==> src/shared/cdt_pkg.sv <==
package cdt_pkg;

  // ==========================================================
  // register map (byte addresses, one 32-bit word each)
  localparam logic [7:0] CDT_CTRL_OFS = 8'h00;
  localparam logic [7:0] CDT_LOW_CMP_OFS = 8'h04;
  localparam logic [7:0] CDT_HIGH_CMP_OFS = 8'h08;
  localparam logic [7:0] CDT_COUNT_OFS = 8'h0c;
  localparam logic [7:0] CDT_IRQ_STAT_OFS = 8'h10;
  localparam logic [7:0] CDT_IRQ_MASK_OFS = 8'h14;
  localparam logic [7:0] CDT_PORT_OFS = 8'h18;

  // ==========================================================
  // field positions
  localparam int CDT_COUNT_HIGH_POS = 8;
  localparam int CDT_COUNT_TOG_POS = 16;
  localparam int CDT_IRQ_LOW_MATCH_POS = 0;

  // ==========================================================
  // count clock select codes
  localparam logic [2:0] CDT_SEL_SYS = 3'h0;
  localparam logic [2:0] CDT_SEL_SYS_DIV4 = 3'h1;
  localparam logic [2:0] CDT_SEL_EXT = 3'h2;
  localparam logic [2:0] CDT_SEL_EXT_DIV2 = 3'h3;
  localparam logic [2:0] CDT_SEL_EXT_DIV4 = 3'h4;
  localparam logic [2:0] CDT_SEL_EXT_DIV8 = 3'h5;

  // ==========================================================
  // timing counts
  localparam logic [1:0] CDT_SYS_DIV4_LAST = 2'h3;

  // ==========================================================
  // carriers
  typedef struct packed {
    logic [2:0] clk_sel;
    logic cascade;
    logic toe;
    logic high_run;
    logic low_run;
  } cdt_ctrl_t;

  typedef struct packed {
    logic out_latch;
    logic event_line_direction;
    logic output_line_direction;
  } cdt_port_t;

  // ==========================================================
  // reset values
  localparam cdt_ctrl_t CDT_CTRL_RST = 7'h00;
  localparam cdt_port_t CDT_PORT_RST = 3'h3;
  localparam logic [7:0] CDT_CMP_RST = 8'h00;
  localparam logic [7:0] CDT_CNT_RST = 8'h00;

endpackage : cdt_pkg

==> src/core/cdt_timer.sv <==
// Notes on behaviour
// event input edges advance the low counter
// 8-bit match clears low counter, raises interrupt
// software stops, routes event pin, then starts
// square-wave match inverts pin, clears, interrupts
// low run enable clear forces output low
// toggle output starts low once enabled
// square period is two times compare plus two
// software prepares pin, compare, then starts
// clock select picks system or event divisions
// cascaded pair forms one 16-bit count
// only low run enable starts cascaded pair
// double match clears both, low interrupt only
// lone low match in cascade does nothing
// 16-bit period is 256X plus N plus one
// software stops both, cascades, starts low only
// software stops timer before changing clock select
// select codes 110 and 111 stop counting
// stopped counters are held at zero
`timescale 1ns/1ns
`default_nettype none

module cdt_timer
  import cdt_pkg::*;
(
  input wire logic clk_i,
  input wire logic rst_i,
  input wire logic cyc_i,
  input wire logic stb_i,
  input wire logic we_i,
  input wire logic [7:0] adr_i,
  input wire logic [3:0] sel_i,
  input wire logic [31:0] dat_i,
  output logic [31:0] dat_o,
  output logic ack_o,
  input wire logic event_pin_i,
  output logic toggle_pin_o,
  output logic toggle_pin_oe_n_o,
  output logic irq_o
);

  // ==========================================================
  // registers
  cdt_ctrl_t ctrl_reg;
  cdt_port_t port_reg;
  logic [7:0] low_compare_reg;
  logic [7:0] high_compare_reg;
  logic [7:0] low_counter_reg;
  logic [7:0] high_counter_reg;
  logic tog_reg;
  logic irq_stat_reg;
  logic irq_mask_reg;
  logic ack_reg;
  logic [31:0] dat_reg;
  logic ev_s1_reg;
  logic ev_s2_reg;
  logic ev_s3_reg;
  logic [1:0] sys_div_reg;
  logic [2:0] ev_div_reg;

  // ==========================================================
  // bus decode
  logic bus_req;
  logic bus_wr;
  logic lane0_wr;

  assign bus_req = cyc_i && stb_i && !ack_reg;
  assign bus_wr = bus_req && we_i;
  assign lane0_wr = bus_wr && sel_i[0];

  always_ff @(posedge clk_i)
  begin
    if (rst_i)
      ack_reg <= 1'b0;
    else
      ack_reg <= bus_req;
  end

  // ==========================================================
  // event pin synchroniser and edge detect
  always_ff @(posedge clk_i)
  begin
    if (rst_i)
    begin
      ev_s1_reg <= 1'b0;
      ev_s2_reg <= 1'b0;
      ev_s3_reg <= 1'b0;
    end
    else
    begin
      ev_s1_reg <= event_pin_i;
      ev_s2_reg <= ev_s1_reg;
      ev_s3_reg <= ev_s2_reg;
    end
  end

  logic ev_edge;
  assign ev_edge = ev_s2_reg && !ev_s3_reg;

  // ==========================================================
  // count clock selection
  // dividers restart with the run enable so the first tick spacing is fixed
  always_ff @(posedge clk_i)
  begin
    if (rst_i || !ctrl_reg.low_run)
      sys_div_reg <= 2'h0;
    else
      sys_div_reg <= sys_div_reg + 2'h1;
  end

  always_ff @(posedge clk_i)
  begin
    if (rst_i || !ctrl_reg.low_run)
      ev_div_reg <= 3'h0;
    else if (ev_edge)
      ev_div_reg <= ev_div_reg + 3'h1;
  end

  logic tick;
  always_comb
  begin
    tick = 1'b0;
    case (ctrl_reg.clk_sel)
      CDT_SEL_SYS: tick = 1'b1;
      CDT_SEL_SYS_DIV4: tick = (sys_div_reg == CDT_SYS_DIV4_LAST);
      CDT_SEL_EXT: tick = ev_edge;
      CDT_SEL_EXT_DIV2: tick = ev_edge && ev_div_reg[0];
      CDT_SEL_EXT_DIV4: tick = ev_edge && (&ev_div_reg[1:0]);
      CDT_SEL_EXT_DIV8: tick = ev_edge && (&ev_div_reg);
      default: tick = 1'b0;
    endcase
    tick = tick && ctrl_reg.low_run;
  end

  // ==========================================================
  // compare logic
  logic low_match;
  logic high_match;
  logic match_evt;

  assign low_match = (low_counter_reg == low_compare_reg);
  assign high_match = (high_counter_reg == high_compare_reg);
  // in cascade a lone low match is ignored
  assign match_evt = tick && low_match && (!ctrl_reg.cascade || high_match);

  // ==========================================================
  // counters
  always_ff @(posedge clk_i)
  begin
    if (rst_i || !ctrl_reg.low_run)
      low_counter_reg <= CDT_CNT_RST;
    else if (match_evt)
      low_counter_reg <= CDT_CNT_RST;
    else if (tick)
      low_counter_reg <= low_counter_reg + 8'h01;
  end

  // high half only lives in cascade; its own enable is not consulted
  always_ff @(posedge clk_i)
  begin
    if (rst_i || !ctrl_reg.low_run || !ctrl_reg.cascade)
      high_counter_reg <= CDT_CNT_RST;
    else if (match_evt)
      high_counter_reg <= CDT_CNT_RST;
    else if (tick && (&low_counter_reg))
      high_counter_reg <= high_counter_reg + 8'h01;
  end

  // ==========================================================
  // square wave
  always_ff @(posedge clk_i)
  begin
    if (rst_i || !ctrl_reg.low_run || !ctrl_reg.toe)
      tog_reg <= 1'b0;
    else if (match_evt && !ctrl_reg.cascade)
      tog_reg <= !tog_reg;
  end

  // pin shows the port latch unless the timer owns it
  always_ff @(posedge clk_i)
  begin
    if (rst_i)
    begin
      toggle_pin_o <= 1'b0;
      toggle_pin_oe_n_o <= 1'b1;
    end
    else
    begin
      toggle_pin_o <= ctrl_reg.toe ? tog_reg : port_reg.out_latch;
      toggle_pin_oe_n_o <= port_reg.output_line_direction;
    end
  end

  // ==========================================================
  // configuration registers
  always_ff @(posedge clk_i)
  begin
    if (rst_i)
      ctrl_reg <= CDT_CTRL_RST;
    else if (lane0_wr && adr_i == CDT_CTRL_OFS)
      ctrl_reg <= dat_i[$bits(cdt_ctrl_t)-1:0];
  end

  always_ff @(posedge clk_i)
  begin
    if (rst_i)
      port_reg <= CDT_PORT_RST;
    else if (lane0_wr && adr_i == CDT_PORT_OFS)
      port_reg <= dat_i[$bits(cdt_port_t)-1:0];
  end

  always_ff @(posedge clk_i)
  begin
    if (rst_i)
    begin
      low_compare_reg <= CDT_CMP_RST;
      high_compare_reg <= CDT_CMP_RST;
    end
    else if (lane0_wr)
    begin
      if (adr_i == CDT_LOW_CMP_OFS)
        low_compare_reg <= dat_i[7:0];
      if (adr_i == CDT_HIGH_CMP_OFS)
        high_compare_reg <= dat_i[7:0];
    end
  end

  // ==========================================================
  // interrupt status, mask and output
  logic stat_clr;
  assign stat_clr = lane0_wr && adr_i == CDT_IRQ_STAT_OFS && dat_i[CDT_IRQ_LOW_MATCH_POS];

  // a match in the clearing cycle wins over the clear
  always_ff @(posedge clk_i)
  begin
    if (rst_i)
      irq_stat_reg <= 1'b0;
    else
      irq_stat_reg <= (irq_stat_reg && !stat_clr) || match_evt;
  end

  always_ff @(posedge clk_i)
  begin
    if (rst_i)
      irq_mask_reg <= 1'b0;
    else if (lane0_wr && adr_i == CDT_IRQ_MASK_OFS)
      irq_mask_reg <= dat_i[CDT_IRQ_LOW_MATCH_POS];
  end

  always_ff @(posedge clk_i)
  begin
    if (rst_i)
      irq_o <= 1'b0;
    else
      irq_o <= irq_stat_reg && irq_mask_reg;
  end

  // ==========================================================
  // read data
  always_ff @(posedge clk_i)
  begin
    if (rst_i)
      dat_reg <= 32'h0000_0000;
    else if (bus_req && !we_i)
    begin
      dat_reg <= 32'h0000_0000;
      case (adr_i)
        CDT_CTRL_OFS: dat_reg[$bits(cdt_ctrl_t)-1:0] <= ctrl_reg;
        CDT_LOW_CMP_OFS: dat_reg[7:0] <= low_compare_reg;
        CDT_HIGH_CMP_OFS: dat_reg[7:0] <= high_compare_reg;
        CDT_COUNT_OFS:
        begin
          dat_reg[7:0] <= low_counter_reg;
          dat_reg[CDT_COUNT_HIGH_POS+:8] <= high_counter_reg;
          dat_reg[CDT_COUNT_TOG_POS] <= tog_reg;
        end
        CDT_IRQ_STAT_OFS: dat_reg[CDT_IRQ_LOW_MATCH_POS] <= irq_stat_reg;
        CDT_IRQ_MASK_OFS: dat_reg[CDT_IRQ_LOW_MATCH_POS] <= irq_mask_reg;
        CDT_PORT_OFS: dat_reg[$bits(cdt_port_t)-1:0] <= port_reg;
        default: dat_reg <= 32'h0000_0000;
      endcase
    end
  end

  assign ack_o = ack_reg;
  assign dat_o = dat_reg;
endmodule : cdt_timer

`default_nettype wire

==> config.mk <==
export PLATFORM = sky130hd
export DESIGN_NAME = cdt_timer
export DESIGN_NICKNAME = d
export VERILOG_FILES = /design/src/shared/cdt_pkg.sv /design/src/core/cdt_timer.sv
export SDC_FILE = /design/constraint.sdc
export NUM_CORES = 1
export LEC_CHECK = 0
export BUFFER_PORTS_ARGS = -buffer_cell sky130_fd_sc_hd__clkbuf_2
export CORE_UTILIZATION = 58
export CTS_CLUSTER_SIZE = 25
export DETAILED_ROUTE_END_ITERATION = 10
export GPL_TIMING_DRIVEN = 0
export PLACE_DENSITY = 0.86
export SETUP_SLACK_MARGIN = 0.4
export SYNTH_ARGS = -nofsm -noshare
export SYNTH_HDL_FRONTEND = slang
export SYNTH_SLANG_ARGS = --single-unit
==> constraint.sdc <==
create_clock -name clk_i -period 4.3 [get_ports clk_i]
set_clock_uncertainty 0.2 [all_clocks]
set_input_delay 0.215 -clock clk_i [delete_from_list [all_inputs] [get_ports clk_i]]
set_output_delay 0.215 -clock clk_i [all_outputs]
set_load 0.01 [all_outputs]
==> results.md, run 1 <==
- Status: finished clean
- Met2 GRT Util: 50.1%
- Required time worst endpoint: 4.38 ns
- # fillers: 432
- DR iter-0 viols: 221
- Cell taking the most area after synthesis: dfxtp_1
- Total clock buffers created by CTS: 9
- Core region area: 5960 um2
- Post-Synthesis Cells: 388
- Die H: 80.8 um
- Clock latency on the worst-skew pair: 0.36 ns
- Switching Fraction: 22.7%
- Reg2Reg Setup Slack: 1.62 ns
- Hold Crit Start: dat_i[0]
- Pleak: 1.93 nW
- Overflow after GRT: 0
- Clk slew on worst S/H paths: 0.09 ns
- Worst flop-to-flop path endpoint: low_counter_reg[3]
- RSZ-0062 raised after global routing: no
- CP Class: flip-flop to flip-flop
- Sequential share of power: 48.0%
- Final cell utilization of the core: 72.3%
- Launching point of the worst reg2reg path: ev_div_reg[0]
- Crit path to: low_counter_reg[3]
- Vias per cell: 5.98
- Placer Congestion: 0.954
- DP Wirelength: 6.44 mm
- Post-DP Area: 3950 um2
- Tcrit/Tclk final: 62.4%
- Tot Pwr: 0.00143 W
- Clk network pwr share: 46.4%
- Die ar.: 6530 um2
- Post-route insts no fill: 545
- Max_cap viols: 0
- Post-route ant nets: 0
- Time the worst path needs with I/O delays and setup: 2.68 ns
- Max_slew headroom: 45.2%
- Switching pwr: 0.000325 W
- Final routed DRC violation total: 0
- Vias: 3257
- Worst hold path type: input port to flip-flop
- Max-slew violations: 0
- Count of final setup violators: 0
- Fin Setup TNS: 0 ns
- CP Launch Point: ev_div_reg[0]
- Max Buffers Root-to-Sink: 2
- Number of top-level pins: 86
- Tot GR Track Use: 29.9%
- CTS Sinks: 74
- Final hold vios: 0
- Crit path capture type: flip-flop
- Internal power: 0.00111 W
- Layout cells sized above 1: 21.7%
- GRT busiest layer: met2
- Power share of the combinational group: 5.6%
- IO buf count: 41
- Starting Density: 60.5%
- Max reg flops: 17
- Mean Syn Cell Area: 9.28 um2
- Seq/Total Area, Yosys: 41.1%
- Initial antenna violation count: 0
- WL final: 9.15 mm
- Vias in the first global route: 3093
- Root buf cell: clkbuf_8
- CTS H-Tree Depth: 3
- Fin area: 4300 um2
- Yosys cell types: 51
- Placed Cells: 518
- Synth area leaders: dfxtp_1, mux2i_1, nor2_1
- Synthesized area: 3600 um2
- Post-CTS Setup Bufs: 0
- Layout Area Growth over Synthesis: 19.5%
- CTS tree: yes
- Synth Register Bits: 74
- Worst Path Arrival: 2.77 ns
- Crit start category: flip-flop
- Row cnt: 28
- Die W: 80.8 um
- Met1 usage: 35.0%
- Commonest non-fill, non-tap cells in the layout: dfxtp_1, nor2_1, clkbuf_2, mux2i_1, a21oi_1
- DR WL/cell: 16.8 um
- First-pass GRT wire length: 14.5 mm
- Peak VDD IR: 0.213 mV
- Crit-path max FO: 10
- Nets: 520
- FF-to-FF path depth: 8
- YS warnings: 0
- Area share of the largest cell type after synthesis: 41.1%
- Diode count: 0
- Peak Freq: 373 MHz
- GR met3 Demand/Resource: 6.85%
- Tightest Pin Transition: 0.821 ns
- 1st-pass router iterations: 5
- PwrDens: 333 nW/um2
- Commonest non-fill, non-tap cell in the layout: dfxtp_1
- Pin count of the biggest net entering global routing: 14
-- power by group through the flow --
stage / registers [W] / logic, W / clock network (W)
finish: 0.000688 / 0.0000802 / 0.000664
global route: 0.000688 / 0.0000869 / 0.000693
CTS: 0.000688 / 0.0000782 / 0.000660
detailed placement: 0.000704 / 0.0000699 / 0
global placement: 0.000704 / 0.0000684 / 0
floorplan: 0.000705 / 0.0000455 / 0
-- worst min path at each step --
stage / slack (ns) / cells after the start / to
floorplan: 0.14 / 1 / ev_s1_reg
global placement: 0.21 / 1 / sys_div_reg[0]
detailed placement: 0.22 / 1 / sys_div_reg[0]
CTS: 0.006 / 3 / low_compare_reg[0]
global route: 0.04 / 3 / low_compare_reg[0]
finish: 0.03 / 3 / low_compare_reg[0]
-- worst max-delay path, cell delays in order, from the launching register on --
cell      delay (ns)
dfxtp_1         0.34
ha_1            0.24
ha_1            0.19
nand2_1         0.06
o211ai_1        0.08
a21oi_1         0.68
clkbuf_1        0.42
o31ai_2         0.22
a21oi_1         0.18
-- metal layers --
metal,routed length (um),vias to the layer above
li1,-,1517
met1,3710,1541
met2,4500,166
met3,638,33
met4,300,0
met5,0,-
-- synthesized netlist by cell type (all sizes together) --
master and instances:
a211o 2, a211oi 1, a21oi 28, a22oi 9, a311oi 2, a41oi 1, and2 2, and3 2
and4 1, buf 24, clkbuf 10, conb 1, dfxtp 74, dlygate4sd1 1, ha 5, inv 8
mux2 4, mux2i 30, mux4 5, nand2 20, nand2b 2, nand3 19, nand3b 3, nand4 6
nand4b 1, nor2 56, nor2b 4, nor3 1, nor4 2, nor4b 1, o2111ai 1, o211ai 2
o21ai 10, o21bai 1, o311ai 1, o31ai 8, o41ai 2, or2 3, or3 7, or4 10
or4b 1, xor2 17
-- stage by stage --
step	setup WS (ns)	hold slack [ns]
final	1.62	0.0267
after global routing	1.41	0.0433
after CTS	1.66	0.00609
after detailed placement	1.68	0.217
after global placement	1.76	0.213
after floorplan	2.22	0.143
-- cell families (layout without fill, tap and decap cells) --
family	count (synthesis)	in the layout	share of synthesized area (%)
other	1	15	0.104
xor gates and xnor gates	17	17	4.13
muxes	39	39	12.7
and+or+nand+nor	141	141	20.7
adders and majority gates	5	5	1.74
DFF	74	74	41.1
buffers and inverters	43	111	7.23
AOI/OAI and AO/OA	68	68	12.2
-- final cells by class --
class	count	area, um2	area share, %
buffer	35	230	5.35
multi-input combinational	285	1910	44.4
tap	75	93.8	2.18
clock buffer	9	124	2.88
inverter	8	30.0	0.698
timing repair buffer	52	315	7.33
sequential	74	1480	34.4
clock inverter	7	118	2.73
-- what timing repair did --
item,4_1_cts,5_1_grt
hold buffers,11,0
gates resized for setup,0,0
hold endpoints to repair,24,0
No activity file was read; power rests on OpenSTA's default activity.
==> run 2, diff against run 1 <==
Settings changed: CORE_UTILIZATION 58 to 48, PLACE_DENSITY 0.86 to 0.77.
Clock period 4.3 ns to 2.3 ns, I/O delays scaled along.
==> results.md, run 2 (synthesis gave the netlist of run 1 again) <==
- CP Class: flip-flop to flip-flop (unchanged)
- Max_cap viols: 0 (unchanged)
- Launching point of the worst reg2reg path: ctrl_reg[5] (was ev_div_reg[0])
- DR iter-0 viols: 314 (was 221)
- Hold Crit Start: adr_i[1] (was dat_i[0])
- Tot Pwr: 0.00257 W (was 0.00143 W)
- Power share of the combinational group: 6.3% (was 5.6%)
- CTS H-Tree Depth: 3 (unchanged)
- CP max stage cell: or4b_4 (was a21oi_1)
- Final routed DRC violation total: 0 (unchanged)
- Worst flop-to-flop path endpoint: low_counter_reg[5] (was low_counter_reg[3])
- WL final: 9.55 mm (was 9.15 mm)
- Crit start category: flip-flop (unchanged)
- Internal power: 0.00197 W (was 0.00111 W)
- Met1 usage: 30.4% (was 35.0%)
- Peak Freq: 489 MHz (was 373 MHz)
- Reg2Reg Setup Slack: 0.26 ns (was 1.62 ns)
- Root buf cell: clkbuf_8 (unchanged)
- Clock latency on the worst-skew pair: 0.36 ns (about the same)
- Crit-path max FO: 8 (was 10)
- FF-to-FF path depth: 6 (was 8)
- Overflow after GRT: 0 (unchanged)
- Die H: 88.6 um (was 80.8 um)
- Crit-path max cell delay: 0.49 ns (was 0.68 ns)
- Area of the multi-input gates: 2100 um2 (was 1910 um2)
- Core region area: 7250 um2 (was 5960 um2)
- 1st-pass router iterations: 5 (unchanged)
- Time the worst path needs with I/O delays and setup: 2.04 ns (was 2.68 ns)
- IO buf count: 41 (unchanged)
- Hold depth: 4 (was 3)
- RSZ-0062 raised after global routing: yes (was no)
- Sequential share of power: 50.0% (was 48.0%)
- Initial antenna violation count: 0 (unchanged)
- Vias in the first global route: 3079 (was 3093)
- Clk network pwr share: 43.6% (was 46.4%)
- GR met3 Demand/Resource: 6.25% (was 6.85%)
- Diode count: 0 (unchanged)
- Vias per cell: 5.59 (was 5.98)
- # fillers: 578 (was 432)
- Commonest non-fill, non-tap cell in the layout: dfxtp_1 (unchanged)
- CP delay by family, top: compound AO/OA/AOI/OAI gates (unchanged)
- Number of top-level pins: 86 (unchanged)
- Row cnt: 31 (was 28)
- Max Buffers Root-to-Sink: 2 (unchanged)
- Max reg flops: 17 (unchanged)
- Worst hold path type: input port to flip-flop (unchanged)
- Peak VDD IR: 0.313 mV (was 0.213 mV)
- Pin count of the biggest net entering global routing: 14 (unchanged)
- Commonest non-fill, non-tap cells in the layout: dfxtp_1, nor2_1, clkbuf_2, mux2i_1, buf_4 (was dfxtp_1, nor2_1, clkbuf_2, mux2i_1, a21oi_1)
- CP Launch Point: ctrl_reg[5] (was ev_div_reg[0])
- Crit path capture type: flip-flop (unchanged)
- CTS Sinks: 74 (unchanged)
- Die ar.: 7850 um2 (was 6530 um2)
- DR WL/cell: 16.3 um (was 16.8 um)
- First-pass GRT wire length: 15.1 mm (was 14.5 mm)
- Count of final setup violators: 0 (unchanged)
- Pleak: 2.04 nW (was 1.93 nW)
- Vias: 3273 (was 3257)
- CP Cell Sequence: o21bai_1 > a21oi_1 > a21oi_4 > buf_8 > or4b_4 > a21oi_2 (was ha_1 > ha_1 > nand2_1 > o211ai_1 > a21oi_1 > clkbuf_1 > o31ai_2 > a21oi_1)
- Required time worst endpoint: 2.39 ns (was 4.38 ns)
- Sequential cell area: 1500 um2 (was 1480 um2)
- Switching Fraction: 23.0% (was 22.7%)
- Layout Area Growth over Synthesis: 30.5% (was 19.5%)
- Layout cells sized above 1: 32.3% (was 21.7%)
- Post-route ant nets: 0 (unchanged)
- Worst Path Arrival: 2.13 ns (was 2.77 ns)
- CTS tree: yes (unchanged)
- Status: finished clean (unchanged)
- Nets: 536 (was 520)
- Max_slew headroom: 61.3% (was 45.2%)
- Final hold vios: 0 (unchanged)
- Tot GR Track Use: 26.0% (was 29.9%)
- Met2 GRT Util: 43.7% (was 50.1%)
- Tcrit/Tclk final: 88.9% (was 62.4%)
- Total clock buffers created by CTS: 9 (unchanged)
- Starting Density: 49.6% (was 60.5%)
- Tightest Pin Transition: 0.581 ns (was 0.821 ns)
- Switching pwr: 0.000591 W (was 0.000325 W)
- Hold endpoint: port_reg[0] (was low_compare_reg[0])
- Max-slew violations: 0 (unchanged)
- Die W: 88.6 um (was 80.8 um)
- DP Wirelength: 6.34 mm (was 6.44 mm)
- Fin Setup TNS: 0 ns (unchanged)
- Clk slew on worst S/H paths: 0.08 ns (was 0.09 ns)
- PwrDens: 546 nW/um2 (was 333 nW/um2)
- Bufs and invs on worst path: 1 (unchanged)
- GRT busiest layer: met2 (unchanged)
- Placer Congestion: 0.910 (was 0.954)
[run 2: what timing repair did]
item,in CTS,in global routing
buffers inserted,8,5
gates resized for setup,39,22
endpoints found under the setup margin,41,42
endpoints found under the hold margin,44,0
pin swaps,22,5
hold buffers,14,0
[run 2: worst max path at each step]
stage          cells after the start  slack [ns]             endpoint
6_report                           6        0.26   low_counter_reg[5]
5_1_grt                            6        0.20   low_counter_reg[5]
4_1_cts                            8        0.27   low_counter_reg[5]
2_1_floorplan                      8        0.41  high_counter_reg[2]
3_5_place_dp                       8        0.05   low_counter_reg[2]
3_3_place_gp                       8        0.10   low_counter_reg[1]
[run 2: final cells by class]
cell class                 instances  area share, %
buffer                            35           5.57
multi-input combinational        285           44.6
inverter                           8          0.639
clock buffer                      10           2.72
sequential                        74           31.9
tap                               99           2.64
timing repair buffer              68           9.93
clock inverter                     6           1.94
[run 2: per-stage QoR]
step / util [%] / cell area (um2) / setup WS, ns / cells / hold slack (ns)
6_report: 64.8 / 4700 / 0.255 / 585 / 0.0362
3_3_place_gp: 55.3 / 4010 / 0.101 / 542 / 0.131
3_5_place_dp: 55.3 / 4010 / 0.0453 / 542 / 0.133
4_1_cts: 63.4 / 4600 / 0.274 / 580 / 0.0171
2_1_floorplan: - / 3680 / 0.412 / 402 / 0.0432
5_1_grt: 64.8 / 4700 / 0.196 / 585 / 0.0458
[run 2: layer usage]
metal / up-vias / share of wire, % / wire length (um)
met4: 0 / 4.4 / 420
met2: 161 / 49 / 4690
met1: 1516 / 39 / 3770
met5: - / 0 / 0
met3: 42 / 7.0 / 669
li1: 1554 / - / -
[run 2: worst register-to-register path: stages, from the launching register on]
cell and delay (ns):
dfxtp_1 0.39, o21bai_1 0.18, a21oi_1 0.25, a21oi_4 0.15, buf_8 0.17, or4b_4 0.49, a21oi_2 0.14
[run 2: power groups by stage]
stage | clock (W) | sequential, W | combinational [W]
after global routing | 0.00120 | 0.00128 | 0.000178
after CTS | 0.00113 | 0.00129 | 0.000152
after detailed placement | 0 | 0.00132 | 0.000131
after floorplan | 0 | 0.00132 | 0.0000853
final | 0.00112 | 0.00128 | 0.000162
after global placement | 0 | 0.00132 | 0.000130
==> run 3, diff against run 2 <==
Settings changed: CAP_MARGIN set to 10, SETUP_SLACK_MARGIN 0.4 to unset.
==> results.md, run 3 (synthesis gave the netlist of run 1 again) <==
- Placer Congestion: 0.948 (was 0.910)
- Final routed DRC violation total: 0 (unchanged)
- Count of final setup violators: 0 (unchanged)
- DR iter-0 viols: 197 (was 314)
- Reg2Reg Setup Slack: 0.10 ns (was 0.26 ns)
- Nets: 527 (was 536)
- DR WL/cell: 16.0 um (was 16.3 um)
- Post-route insts no fill: 576 (was 585)
- PwrDens: 566 nW/um2 (was 546 nW/um2)
- Setup WS post-layout: 0.102 ns (was 0.255 ns)
- Clock latency on the worst-skew pair: 0.36 ns (about the same)
- DP Wirelength: 6.48 mm (was 6.34 mm)
- CP max stage cell: or4_1 (was or4b_4)
- Core region area: 7250 um2 (unchanged)
- Crit-path max FO: 10 (was 8)
- Worst hold path type: input port to flip-flop (unchanged)
- Max-slew violations: 0 (unchanged)
- Post-route ant nets: 0 (unchanged)
- Initial antenna violation count: 0 (unchanged)
- Worst Path Arrival: 2.28 ns (was 2.13 ns)
- Pre-CTS WS: -0.311 ns (was 0.0453 ns)
- Status: finished clean (unchanged)
- Pleak: 1.96 nW (was 2.04 nW)
- CP Cell Sequence: ha_1 > ha_1 > nand2_1 > o211ai_1 > a21oi_4 > buf_4 > or4_1 > a21oi_1 (was o21bai_1 > a21oi_1 > a21oi_4 > buf_8 > or4b_4 > a21oi_2)
- CTS H-Tree Depth: 3 (unchanged)
- Row cnt: 31 (unchanged)
- Crit-path max cell delay: 0.48 ns (was 0.49 ns)
- Tightest Pin Transition: 0.624 ns (was 0.581 ns)
- Clk slew on worst S/H paths: 0.08 ns (about the same)
- Max Buffers Root-to-Sink: 2 (unchanged)
- Peak VDD IR: 0.315 mV (was 0.313 mV)
- Tot Pwr: 0.00250 W (was 0.00257 W)
- Commonest non-fill, non-tap cells in the layout: dfxtp_1, nor2_1, clkbuf_2, mux2i_1, a21oi_1 (was dfxtp_1, nor2_1, clkbuf_2, mux2i_1, buf_4)
- Number of top-level pins: 86 (unchanged)
- Starting Density: 49.6% (unchanged)
- Crit start category: flip-flop (unchanged)
- Diode count: 0 (unchanged)
- Layout Area Growth over Synthesis: 22.6% (was 30.5%)
- 1st-pass router iterations: 5 (unchanged)
- WL final: 9.22 mm (was 9.55 mm)
- Crit path capture type: flip-flop (unchanged)
- Die ar.: 7850 um2 (unchanged)
- Vias: 3233 (was 3273)
- Total clock buffers created by CTS: 9 (unchanged)
- First-pass GRT wire length: 14.4 mm (was 15.1 mm)
- Time the worst path needs with I/O delays and setup: 2.20 ns (was 2.04 ns)
- IO buf count: 41 (unchanged)
- Max_cap viols: 0 (unchanged)
- Die W: 88.6 um (unchanged)
- Root buf cell: clkbuf_8 (unchanged)
- Peak Freq: 455 MHz (was 489 MHz)
- Tcrit/Tclk final: 95.6% (was 88.9%)
- Overflow after GRT: 0 (unchanged)
- CP Class: flip-flop to flip-flop (unchanged)
- Max reg flops: 17 (unchanged)
- Final cell utilization of the core: 60.8% (was 64.8%)
- CTS Sinks: 74 (unchanged)
- # fillers: 592 (was 578)
- Layout cells sized above 1: 23.7% (was 32.3%)
- Vias in the first global route: 2984 (was 3079)
- Placed Cells: 542 (unchanged)
- CTS tree: yes (unchanged)
- Die H: 88.6 um (unchanged)
- Max_slew headroom: 58.3% (was 61.3%)
- CP most frequent cell: ha_1
- Tot GR Track Use: 24.6% (was 26.0%)
- Required time worst endpoint: 2.38 ns (was 2.39 ns)
- Vias per cell: 5.61 (was 5.59)
- Final hold vios: 0 (unchanged)
- Commonest non-fill, non-tap cell in the layout: dfxtp_1 (unchanged)
- Pin count of the biggest net entering global routing: 13 (was 14)
- Fin Setup TNS: 0 ns (unchanged)
run 3: changes by cell type in the layout (fill, tap and decap cells not counted), moves of 4 or more:
cell / before / now
dfxtp_2: 9 / 1
buf_6: 8 / 4
a21oi_1: 16 / 26
dfxtp_1: 63 / 73
a21oi_2: 11 / 2
buf_4: 26 / 20
run 3: cell type report:
| type | count | area [um2] | area share [%] |
|---|---|---|---|
| well taps | 99 | 124 | 2.81 |
| repair buffers | 58 | 368 | 8.34 |
| inverters | 8 | 30.0 | 0.680 |
| plain buffers | 35 | 236 | 5.36 |
| clock buffers | 12 | 155 | 3.52 |
| flip-flops and latches | 74 | 1480 | 33.6 |
| clock inverters | 4 | 50.0 | 1.13 |
| multi-input cells | 286 | 1970 | 44.6 |
run 3: critical path, delay by kind of cell (launching register included):
family                   cells  cell delay [ns]
adder cells (fa/ha/maj)      2             0.32
AO/OA/AOI/OAI                3             0.51
flip-flops                   1             0.35
buffers and inverters        1             0.20
AND/OR/NAND/NOR              2             0.53
run 3: timing repair:
action	CTS	global route
cloned	0	1
hold endpoints to repair	39	0
resized for setup	4	12
pin swaps	0	1
hold buffers	14	0
setup buffers	0	3
endpoints found under the setup margin	17	17
run 3: report_power, final:
part | switching, W | internal [W] | leakage [nW]
Combinational | 0.0000834 | 0.0000715 | 1.26
Clock | 0.000499 | 0.000559 | 0.0986
Sequential | 0.00000168 | 0.00128 | 0.597
run 3: per-layer routing:
layer / wire (um) / vias up / global-route usage [%]
met3: 560 / 42 / 5.78
met1: 3830 / 1525 / 29.3
met5: 0 / - / 0
li1: - / 1534 / -
met4: 412 / 0 / 13.2
met2: 4410 / 132 / 41.0
run 3: metrics by stage:
step / area (um2) / hold WS [ns]
final: 4410 / 0.0273
after global routing: 4410 / 0.0384
after floorplan: 3650 / 0.0432
after global placement: 3980 / 0.128
after detailed placement: 3980 / 0.129
after CTS: 4340 / 0.0218
run 3: final timing paths:
kind / cells past startpoint / startpoint / endpoint
setup / recovery: 8 / ev_div_reg[0] / tog_reg
hold / removal: 4 / adr_i[1] / dat_o[2]
setup reg to reg: 8 / ev_div_reg[0] / tog_reg
hold reg to reg: 1 / ev_s1_reg / ev_s2_reg
